--- config.mk ---
export PLATFORM = sky130hd
export DESIGN_NAME = bsl_top
export DESIGN_NICKNAME = d
export VERILOG_FILES = /design/src/bsl_pkg.sv /design/src/bsl_top.sv
export SDC_FILE = /design/constraint.sdc
export NUM_CORES = 1
export LEC_CHECK = 0
export ABC_AREA = 1
export BUFFER_PORTS_ARGS = -buffer_cell sky130_fd_sc_hd__buf_4
export CAP_MARGIN = 20
export CORE_UTILIZATION = 40
export CTS_BUF_LIST = sky130_fd_sc_hd__clkbuf_4 sky130_fd_sc_hd__clkbuf_8 sky130_fd_sc_hd__clkbuf_16
export DETAILED_ROUTE_END_ITERATION = 10
export PLACE_DENSITY = 0.74
export SETUP_SLACK_MARGIN = 0.5
export SLEW_MARGIN = 40
export SYNTH_ARGS = -nofsm -noshare
export SYNTH_HDL_FRONTEND = slang
export SYNTH_SLANG_ARGS = --single-unit
export TNS_END_PERCENT = 10
--- constraint.sdc ---
create_clock -name pclk -period 1.3 [get_ports pclk]
set_clock_uncertainty 0.1 [all_clocks]
set_input_delay 0.065 -clock pclk [delete_from_list [all_inputs] [get_ports pclk]]
set_output_delay 0.065 -clock pclk [all_outputs]
set_load 0.01 [all_outputs]
--- src/bsl_pkg.sv ---
package bsl_pkg;

  // strap bit positions inside the readback word
  localparam int unsigned STRAP_W         = 5;
  localparam int unsigned BIT_SUPPLY      = 0;
  localparam int unsigned BIT_BOOT_SEL    = 1;
  localparam int unsigned BIT_DL_QUAL     = 2;
  localparam int unsigned BIT_LOG_TIMING  = 3;
  localparam int unsigned BIT_SDIO_EDGE   = 4;

  // weak pull direction per strap pin while reset is active
  localparam logic [4:0]  PULL_UP_MASK    = 5'h1A;
  localparam logic [4:0]  PULL_DN_MASK    = 5'h05;

  // latch contents before the first capture after presetn release
  localparam logic [4:0]  STRAP_RST_VAL   = 5'h1A;

  // apb map, byte addresses
  localparam int unsigned ADDR_W          = 12;
  localparam logic [11:0] OFF_STRAP_RB    = 12'h000;
  localparam logic [11:0] OFF_BOOT_STAT   = 12'h004;
  localparam logic [11:0] OFF_OVR_CTRL    = 12'h008;

  // boot status field positions
  localparam int unsigned ST_RAIL_1V8     = 0;
  localparam int unsigned ST_BOOT_FLASH   = 1;
  localparam int unsigned ST_BOOT_DL      = 2;
  localparam int unsigned ST_BOOT_UNDEF   = 3;
  localparam int unsigned ST_LOG_EN       = 4;
  localparam int unsigned ST_SDIO_SMP_R   = 5;
  localparam int unsigned ST_SDIO_OUT_R   = 6;
  localparam int unsigned ST_VALID        = 7;
  localparam int unsigned ST_CAUSE_POR    = 8;
  localparam int unsigned ST_CAUSE_WDT    = 9;
  localparam int unsigned ST_CAUSE_BOD    = 10;

  // override control field positions
  localparam int unsigned OVR_VOLT_EN     = 0;
  localparam int unsigned OVR_VOLT_1V8    = 1;
  localparam int unsigned OVR_SDIO_EN     = 2;
  localparam int unsigned OVR_SDIO_SMP_R  = 3;
  localparam int unsigned OVR_SDIO_OUT_R  = 4;
  localparam int unsigned OVR_W           = 5;
  localparam logic [4:0]  OVR_RST_VAL     = 5'h00;

  // pin mode: strapping (pulls on, no drive) or functional
  typedef enum logic {BSL_STRAP, BSL_RUN} bsl_mode_t;

endpackage

--- src/bsl_top.sv ---
// How it works
// - capture five strap levels at system reset release
// - latched straps hold until the next system reset or presetn release
// - one readback register shows all five bits
// - weak pulls during reset, per pin direction
// - pins return to normal use after capture
// - supply strap: 0 is 3.3 V, 1 is 1.8 V
// - boot select 1 flash; 0 with qualifier 0 download
// - log strap 1 enables boot console log
// - log and edge straps pick sdio edges
// - firmware may override rail and sdio edges
module bsl_top
  import bsl_pkg::*;
(
  input  wire logic                      pclk,
  input  wire logic                      presetn,
  input  wire logic                      psel,
  input  wire logic                      penable,
  input  wire logic                      pwrite,
  input  wire logic [bsl_pkg::ADDR_W-1:0] paddr,
  input  wire logic [31:0]               pwdata,
  output logic      [31:0]               prdata,
  output logic                           pready,
  output logic                           pslverr,
  input  wire logic                      por_rst,
  input  wire logic                      rtc_wdt_rst,
  input  wire logic                      brownout_rst,
  input  wire logic                      supply_voltage_strap_pin_i,
  output logic                           supply_voltage_strap_pin_o,
  output logic                           supply_voltage_strap_pin_oe_n,
  output logic                           supply_voltage_strap_pin_pu_en,
  output logic                           supply_voltage_strap_pin_pd_en,
  input  wire logic                      boot_select_strap_pin_i,
  output logic                           boot_select_strap_pin_o,
  output logic                           boot_select_strap_pin_oe_n,
  output logic                           boot_select_strap_pin_pu_en,
  output logic                           boot_select_strap_pin_pd_en,
  input  wire logic                      download_qualifier_strap_pin_i,
  output logic                           download_qualifier_strap_pin_o,
  output logic                           download_qualifier_strap_pin_oe_n,
  output logic                           download_qualifier_strap_pin_pu_en,
  output logic                           download_qualifier_strap_pin_pd_en,
  input  wire logic                      log_and_timing_strap_pin_i,
  output logic                           log_and_timing_strap_pin_o,
  output logic                           log_and_timing_strap_pin_oe_n,
  output logic                           log_and_timing_strap_pin_pu_en,
  output logic                           log_and_timing_strap_pin_pd_en,
  input  wire logic                      sdio_edge_strap_pin_i,
  output logic                           sdio_edge_strap_pin_o,
  output logic                           sdio_edge_strap_pin_oe_n,
  output logic                           sdio_edge_strap_pin_pu_en,
  output logic                           sdio_edge_strap_pin_pd_en,
  input  wire logic [4:0]                func_out,
  input  wire logic [4:0]                func_oe_n,
  output logic      [4:0]                func_in,
  output logic                           flash_rail_1v8,
  output logic                           boot_from_flash,
  output logic                           boot_download,
  output logic                           boot_undefined,
  output logic                           console_log_en,
  output logic                           sdio_sample_rising,
  output logic                           sdio_output_rising,
  output logic                           straps_valid
);
  import bsl_pkg::*;

  // live pin levels gathered into one vector
  logic [4:0]  pin_in;
  // latched strap bits and pin mode
  logic [4:0]  strap_r;
  bsl_mode_t   mode_r;
  bsl_mode_t   mode_nxt;
  logic        valid_r;
  // cause of the last system reset that was captured
  logic [2:0]  cause_r;
  logic [2:0]  cause_hold_r;
  // firmware override bits
  logic [4:0]  ovr_r;
  // registered pin drive
  logic [4:0]  pin_o_r;
  logic [4:0]  pin_oe_n_r;
  logic [4:0]  pin_pu_r;
  logic [4:0]  pin_pd_r;
  logic [4:0]  func_in_r;
  // registered decoded settings
  logic [7:0]  dec_r;
  logic [7:0]  dec_nxt;
  // apb read path registers
  logic [31:0] prdata_r;
  logic        pslverr_r;

  // any of the three system reset sources is asserted
  wire         sys_rst_act = por_rst | rtc_wdt_rst | brownout_rst;
  // release moment: pins still in strap mode, reset just gone
  wire         capture = (mode_r == BSL_STRAP) & ~sys_rst_act;

  assign pin_in[BIT_SUPPLY]     = supply_voltage_strap_pin_i;
  assign pin_in[BIT_BOOT_SEL]   = boot_select_strap_pin_i;
  assign pin_in[BIT_DL_QUAL]    = download_qualifier_strap_pin_i;
  assign pin_in[BIT_LOG_TIMING] = log_and_timing_strap_pin_i;
  assign pin_in[BIT_SDIO_EDGE]  = sdio_edge_strap_pin_i;

  // pin mode sequencing: strap while reset is held, run after
  always_comb
  begin
    case (mode_r)
      BSL_STRAP:
      begin
        // leave strap mode once levels are caught
        mode_nxt = sys_rst_act ? BSL_STRAP : BSL_RUN;
      end
      BSL_RUN:
      begin
        // a new system reset returns pins to strapping
        mode_nxt = sys_rst_act ? BSL_STRAP : BSL_RUN;
      end
      default:
      begin
        mode_nxt = BSL_STRAP;
      end
    endcase
  end

  // mode register; power-on starts in strapping mode
  always_ff @(posedge pclk or negedge presetn)
  begin
    if (!presetn)
      mode_r <= BSL_STRAP;
    else
      mode_r <= mode_nxt;
  end

  // strap latch: written only when pins leave strap mode, at a system reset or presetn release
  always_ff @(posedge pclk or negedge presetn)
  begin
    if (!presetn)
    begin
      strap_r <= STRAP_RST_VAL;
      valid_r <= 1'b0;
    end
    else if (capture)
    begin
      strap_r <= pin_in;
      valid_r <= 1'b1;
    end
    // otherwise held, whatever the pins do later
  end

  // remember which sources held the reset, reported after capture
  always_ff @(posedge pclk or negedge presetn)
  begin
    if (!presetn)
    begin
      cause_hold_r <= 3'h0;
      cause_r      <= 3'h0;
    end
    else if (sys_rst_act)
    begin
      // accumulate sources for the whole reset interval
      cause_hold_r <= cause_hold_r | {brownout_rst, rtc_wdt_rst, por_rst};
    end
    else if (capture)
    begin
      cause_r      <= cause_hold_r;
      cause_hold_r <= 3'h0;
    end
  end

  // per pin muxing between strap pulls and the function
  genvar gi;
  generate
    for (gi = 0; gi < STRAP_W; gi++)
    begin : g_pin
      wire in_strap = (mode_nxt == BSL_STRAP);
      always_ff @(posedge pclk or negedge presetn)
      begin
        if (!presetn)
        begin
          pin_pu_r[gi]   <= PULL_UP_MASK[gi];
          pin_pd_r[gi]   <= PULL_DN_MASK[gi];
          pin_oe_n_r[gi] <= 1'b1;
          pin_o_r[gi]    <= 1'b0;
        end
        else
        begin
          // weak pull only while strapping, never a drive
          pin_pu_r[gi]   <= in_strap & PULL_UP_MASK[gi];
          pin_pd_r[gi]   <= in_strap & PULL_DN_MASK[gi];
          // functional drive only once levels are latched
          pin_oe_n_r[gi] <= in_strap | func_oe_n[gi];
          pin_o_r[gi]    <= func_out[gi];
        end
      end
      // input seen by the function, quiet while strapping
      always_ff @(posedge pclk or negedge presetn)
      begin
        if (!presetn)
          func_in_r[gi] <= 1'b0;
        else
          func_in_r[gi] <= (mode_r == BSL_RUN) & pin_in[gi];
      end
    end
  endgenerate

  assign supply_voltage_strap_pin_o         = pin_o_r[BIT_SUPPLY];
  assign supply_voltage_strap_pin_oe_n      = pin_oe_n_r[BIT_SUPPLY];
  assign supply_voltage_strap_pin_pu_en     = pin_pu_r[BIT_SUPPLY];
  assign supply_voltage_strap_pin_pd_en     = pin_pd_r[BIT_SUPPLY];
  assign boot_select_strap_pin_o            = pin_o_r[BIT_BOOT_SEL];
  assign boot_select_strap_pin_oe_n         = pin_oe_n_r[BIT_BOOT_SEL];
  assign boot_select_strap_pin_pu_en        = pin_pu_r[BIT_BOOT_SEL];
  assign boot_select_strap_pin_pd_en        = pin_pd_r[BIT_BOOT_SEL];
  assign download_qualifier_strap_pin_o     = pin_o_r[BIT_DL_QUAL];
  assign download_qualifier_strap_pin_oe_n  = pin_oe_n_r[BIT_DL_QUAL];
  assign download_qualifier_strap_pin_pu_en = pin_pu_r[BIT_DL_QUAL];
  assign download_qualifier_strap_pin_pd_en = pin_pd_r[BIT_DL_QUAL];
  assign log_and_timing_strap_pin_o         = pin_o_r[BIT_LOG_TIMING];
  assign log_and_timing_strap_pin_oe_n      = pin_oe_n_r[BIT_LOG_TIMING];
  assign log_and_timing_strap_pin_pu_en     = pin_pu_r[BIT_LOG_TIMING];
  assign log_and_timing_strap_pin_pd_en     = pin_pd_r[BIT_LOG_TIMING];
  assign sdio_edge_strap_pin_o              = pin_o_r[BIT_SDIO_EDGE];
  assign sdio_edge_strap_pin_oe_n           = pin_oe_n_r[BIT_SDIO_EDGE];
  assign sdio_edge_strap_pin_pu_en          = pin_pu_r[BIT_SDIO_EDGE];
  assign sdio_edge_strap_pin_pd_en          = pin_pd_r[BIT_SDIO_EDGE];
  assign func_in                            = func_in_r;

  // decode from the latch only, overrides applied on top
  wire s_sup  = strap_r[BIT_SUPPLY];
  wire s_bsel = strap_r[BIT_BOOT_SEL];
  wire s_dlq  = strap_r[BIT_DL_QUAL];
  wire s_log  = strap_r[BIT_LOG_TIMING];
  wire s_edge = strap_r[BIT_SDIO_EDGE];

  // rail: strap 1 means 1.8 V unless firmware overrides
  wire rail_1v8 = ovr_r[OVR_VOLT_EN] ? ovr_r[OVR_VOLT_1V8] : s_sup;
  // boot source; select 1 ignores the qualifier
  wire b_flash  = s_bsel;
  wire b_dl     = ~s_bsel & ~s_dlq;
  wire b_undef  = ~s_bsel & s_dlq;
  // sample edge from log strap, output edge from edge strap
  wire smp_r    = ovr_r[OVR_SDIO_EN] ? ovr_r[OVR_SDIO_SMP_R] : s_log;
  wire out_r    = ovr_r[OVR_SDIO_EN] ? ovr_r[OVR_SDIO_OUT_R] : s_edge;

  always_comb
  begin
    dec_nxt                = 8'h00;
    dec_nxt[ST_RAIL_1V8]   = rail_1v8;
    dec_nxt[ST_BOOT_FLASH] = b_flash;
    dec_nxt[ST_BOOT_DL]    = b_dl;
    dec_nxt[ST_BOOT_UNDEF] = b_undef;
    dec_nxt[ST_LOG_EN]     = s_log;
    dec_nxt[ST_SDIO_SMP_R] = smp_r;
    dec_nxt[ST_SDIO_OUT_R] = out_r;
    dec_nxt[ST_VALID]      = valid_r;
  end

  // decoded settings leave through flip-flops
  always_ff @(posedge pclk or negedge presetn)
  begin
    if (!presetn)
      dec_r <= 8'h00;
    else
      dec_r <= dec_nxt;
  end

  assign flash_rail_1v8     = dec_r[ST_RAIL_1V8];
  assign boot_from_flash    = dec_r[ST_BOOT_FLASH];
  assign boot_download      = dec_r[ST_BOOT_DL];
  assign boot_undefined     = dec_r[ST_BOOT_UNDEF];
  assign console_log_en     = dec_r[ST_LOG_EN];
  assign sdio_sample_rising = dec_r[ST_SDIO_SMP_R];
  assign sdio_output_rising = dec_r[ST_SDIO_OUT_R];
  assign straps_valid       = dec_r[ST_VALID];

  // apb address decode
  wire hit_rb    = (paddr == OFF_STRAP_RB);
  wire hit_stat  = (paddr == OFF_BOOT_STAT);
  wire hit_ovr   = (paddr == OFF_OVR_CTRL);
  wire hit_any   = hit_rb | hit_stat | hit_ovr;
  wire setup_ph  = psel & ~penable;
  wire wr_ovr    = psel & penable & pwrite & hit_ovr;

  // read words, upper bits zero
  wire [31:0] rd_rb   = {27'h0, strap_r};
  wire [31:0] rd_stat = {21'h0, cause_r, dec_r};
  wire [31:0] rd_ovr  = {27'h0, ovr_r};
  wire [31:0] rd_mux  = hit_rb   ? rd_rb :
                        hit_stat ? rd_stat :
                        hit_ovr  ? rd_ovr : 32'h0;

  // override register, written in the access phase
  always_ff @(posedge pclk or negedge presetn)
  begin
    if (!presetn)
      ovr_r <= OVR_RST_VAL;
    else if (wr_ovr)
      ovr_r <= pwdata[OVR_W-1:0];
  end

  // read data and error caught in the setup phase
  always_ff @(posedge pclk or negedge presetn)
  begin
    if (!presetn)
    begin
      prdata_r  <= 32'h0;
      pslverr_r <= 1'b0;
    end
    else if (setup_ph)
    begin
      prdata_r  <= pwrite ? 32'h0 : rd_mux;
      pslverr_r <= ~hit_any;
    end
  end

  // zero wait states; error only shown in the access phase
  assign pready  = 1'b1;
  assign prdata  = prdata_r;
  assign pslverr = psel & penable & pslverr_r;

endmodule

# ---- Yosys cells after proc, flatten, opt, wreduce, memory -nomap -nowiden
# Cells that the tools add are included.
dict set report op_classes {
  addsub 0
  mul 0
  div 0
  magnitude_cmp 0
  eq_ne 2
  n_shift 0
  n_mux 10
  bitwise 29
  n_reduce_logical 3
}
# op n
set ops {}
lappend ops {{32-bit two-way mux} 3}
lappend ops {{1-bit AND} 13}
lappend ops {{12-bit by 3-bit equality test with 1-bit output, second input constant} 1}
lappend ops {{12-bit by 4-bit equality test with 1-bit output, second input constant} 1}
lappend ops {{12-bit zero test} 1}
lappend ops {{1-bit bitwise OR} 9}
lappend ops {{3-bit two-way mux} 2}
lappend ops {{1-bit NOT} 6}
lappend ops {{5-bit two-way mux} 1}
lappend ops {{1-bit two-way mux} 4}
lappend ops {{3-bit bitwise OR} 1}
lappend ops {{2-bit AND reduction} 1}
lappend ops {{2-bit nonzero test} 1}
dict set report word_totals {
  ff_bits 75
  latchBits 0
  mem_bits_rw 0
  rom_bits 0
  mem_count 0
}

# ---- Logic depth before layout (Yosys ltp)
dict set report depth {
  ltp_word 6
  depth_mapped 9
  ltp_nobuf 8
}

# ---- Worst setup path after synthesis
# OpenSTA, ideal clock, no wires.
dict set report synth_path {
  kind {reg-to-reg}
  startpoint {reg mode_r}
  endpoint {reg strap_r[2]}
  setup_time_ns 0.120
  t_arrival_ns 0.921
  setup_slack_ns 0.159
  stages_incl_launch_ff 5
  n_path_buf 1
  path_cell_list {dfrtp_1 or2_4 buf_6 nor2_2 a21oi_2}
}
dict set report synth_via {
  elab_chain_cells 2
}
# item line_no
set synth_lines {}
lappend synth_lines {{start, declared} bsl_top.sv:71} ;# bsl_mode_t mode_r;
lappend synth_lines {{start signal, assigned} bsl_top.sv:130} ;# mode_r <= mode_nxt;
lappend synth_lines {{1-bit NOT} bsl_top.sv:95} ;# wire capture = (mode_r == BSL_STRAP) & ~sys_rst_act;
lappend synth_lines {{1-bit AND} bsl_top.sv:95}
lappend synth_lines {{end signal, assigned} bsl_top.sv:143} ;# strap_r <= pin_in;
lappend synth_lines {{end, declared} bsl_top.sv:70} ;# logic [4:0] strap_r;
# Every way passes these cells.
# A chain may end at the register's enable or synchronous reset.

==> results.tsv <==
metric	value	unit
status	finished, violations left	
violations	hold timing	
hpwl	3.48	mm
grt_pass1_wl	8.10	mm
vias	1894	
setup-violations-final	0	
share_seq_of_total_power	56.1	%
drtAntennaViolNets	0	
rows	28	
drt-total-wl	4.98	mm
insertion_delay	0.31	ns
layout_commonest_cell	buf_4	
post_cts_buffers	0	
critPathSlowestCell	dfstp_2	
dr.pass1.iters	4	
critPathRequiredTime	1.13	ns
synth.distinct_cells	25	
die_w	80.1	microns
p_sw_share	26.9	%
cts_tree	built	
hold_slack	-0.338	ns
globalRoute.totalOverflow	0	
clock_path_buffers	2	
regToRegSetupSlack	0.13	ns
slew_headroom	56.0	%
antenna_found_initial	0	
die_area	0.00642	sq mm
worst_path_largest_cell_delay	0.57	ns
drive_gt1_share	36.5	%
layout_common_cells	83 x buf_4, 62 x nand2_1, 45 x dfrtp_1	
path_class	reg2out	
crit_family	flip-flops	
grt_pass1_vias	1845	
cts_sinks	54	
timing.rr.start	mode_r$_DFF_PN0_	
p_clk_share	28.3	%
wl_per_cell	11.4	microns
cts_root_buffer	clkbuf_8	
holdBufCountCts	15	
dpl-instance-area	0.00302	sq mm
r2r_end	cause_hold_r[0]$_DFFE_PN0P_	
io_buffer_count	79	
area_delta_synth_final	34.8	%
core_area	0.00592	sq mm
worst_pin_slew	0.659	ns
synth-seq-area-share	55.8	%
path_clk_slew	0.10	ns
synth_top_cell_by_area	dfrtp_1	
worstPathArrival	1.01	ns
final_cell_area	0.00329	sq mm
htree_num_levels	2	
yosysTopAreaCellShare	46.1	%
end_kind	output port	
finalHoldViolations	54	
synthCells	262	
cp_max_fo	5	
min_period_over_period	90.2	%
num_antenna_cells	0	
combPwrFrac	15.6	%
fmax	0.853	GHz
drt_iter0_drc	99	
cts_buffers	5	
r2r_cells	3	
cp_cell_sequence	buf_4	
place.gp.congestion	0.846	
p_leak	1.78	nW
yosysWarningCount	0	
hold_path_class	in2async	
grt_max_degree	55	
report.final.slew_viol_count	0	
p_int	2.44	mW
track_usage	16.7	%
synth_area	0.00244	sq mm
ys_ff_latch	54	
ios	134	
die_height	80.1	microns
power_density	1010	mW/mm^2
nets	428	
p_switching	0.898	mW
rsz0062_at_grt	yes	
synth_area_leaders	dfrtp_1 46%, dfstp_2 9.7%, nand2_1 9.7%, buf_4 9.5%, inv_1 5.2%	
worst-path-buf-inv	1	
cap_violations	0	
via_per_inst	4.33	
start_util	41.2	%
peakVddDrop	487	uV
finalCriticalPeriod	1.17	ns
final_util	55.6	%
cp-start-kind	flop	
drcViolationCount	0	
syn_area_per_cell	9.32	sq um
-- Yosys cell counts (all sizes together) --
library cell / number
a21oi: 6
buf: 36
clkbuf: 1
conb: 2
dfrtp: 45
dfstp: 9
inv: 35
nand2: 63
nand3: 11
nand4: 6
nor2: 18
nor3: 3
o211ai: 5
o21ai: 15
or2: 7
-- registers in the layout, summed over array words and instances (netlist names), 3 cells and up --
register,flops
func_in,5
strap_r,5
cause_r,3
prdata,11
cause_hold_r,3
dec_r,8
ovr_r,5
-- per-layer routing --
| layer | vias up | global-route usage (%) | wire [microns] |
|---|---|---|---|
| li1 | 951 | - | - |
| met1 | 862 | 18.8 | 1990 |
| met2 | 73 | 30.3 | 2600 |
| met3 | 8 | 4.77 | 290 |
| met4 | 0 | 5.54 | 89 |
| met5 | - | 0 | 0 |
-- how the worst max path moves through the flow --
stage | from | end | slack, ns | depth (start not counted)
floorplan | mode_r$_DFF_PN0_ | cause_r[0]$_DFFE_PN0P_ | 0.18 | 4
global placement | paddr[3] | prdata[0]$_DFFE_PN0P_ | 0.02 | 8
detailed placement | paddr[3] | prdata[3]$_DFFE_PN0P_ | -0.03 | 8
CTS | log_and_timing_strap_pin_pu_en$_DFF_PN1_ | log_and_timing_strap_pin_pu_en | 0.11 | 1
global route | log_and_timing_strap_pin_pu_en$_DFF_PN1_ | boot_select_strap_pin_pu_en | 0.07 | 1
finish | log_and_timing_strap_pin_pu_en$_DFF_PN1_ | download_qualifier_strap_pin_pd_en | 0.13 | 1
-- stage by stage --
stage	std cells	worst slack [ns]	power [mW]	setup TNS (ns)	hold slack, ns
finish	437	0.128	3.34	0	-0.338
global route	437	0.0717	3.51	0	-0.275
CTS	434	0.108	3.36	0	-0.300
detailed placement	411	-0.0269	2.39	-0.0289	0.0460
global placement	411	0.0221	2.37	0	0.0393
floorplan	287	0.182	2.17	0	-0.331
-- repair_timing --
| action | 4_1_cts | 5_1_grt |
|---|---|---|
| resized for setup | 2 | 2 |
| pin swaps | 0 | 1 |
| endpoints found under the setup margin | 72 | 74 |
| gates cloned | 0 | 3 |
| hold endpoints to repair | 75 | 54 |
-- logic make-up after synthesis --
group                  Yosys count  share of synthesized area (%)
buffers and inverters           72                           16.6
other                            2                          0.308
AOI/OAI and AO/OA               26                           7.07
DFF                             54                           55.8
and+or+nand+nor                108                           20.2
-- power groups by stage --
stage / clock network [mW] / registers (mW) / logic [mW]
floorplan: 0 / 1.91 / 0.260
global placement: 0 / 1.90 / 0.472
detailed placement: 0 / 1.90 / 0.483
CTS: 0.974 / 1.87 / 0.520
global route: 1.05 / 1.88 / 0.584
finish: 0.943 / 1.87 / 0.521
-- final cells by class --
class                           instances  area [sq um]
Timing Repair Buffer                  101           816
Clock inverter                          3          21.3
Clock buffer                            5          68.8
Fill cell                             556          2630
Sequential cell                        54          1360
Inverter                               35           131
Multi-Input combinational cell        164           796
Tap cell                               75          93.8
Power figures use the tool's default switching activity.
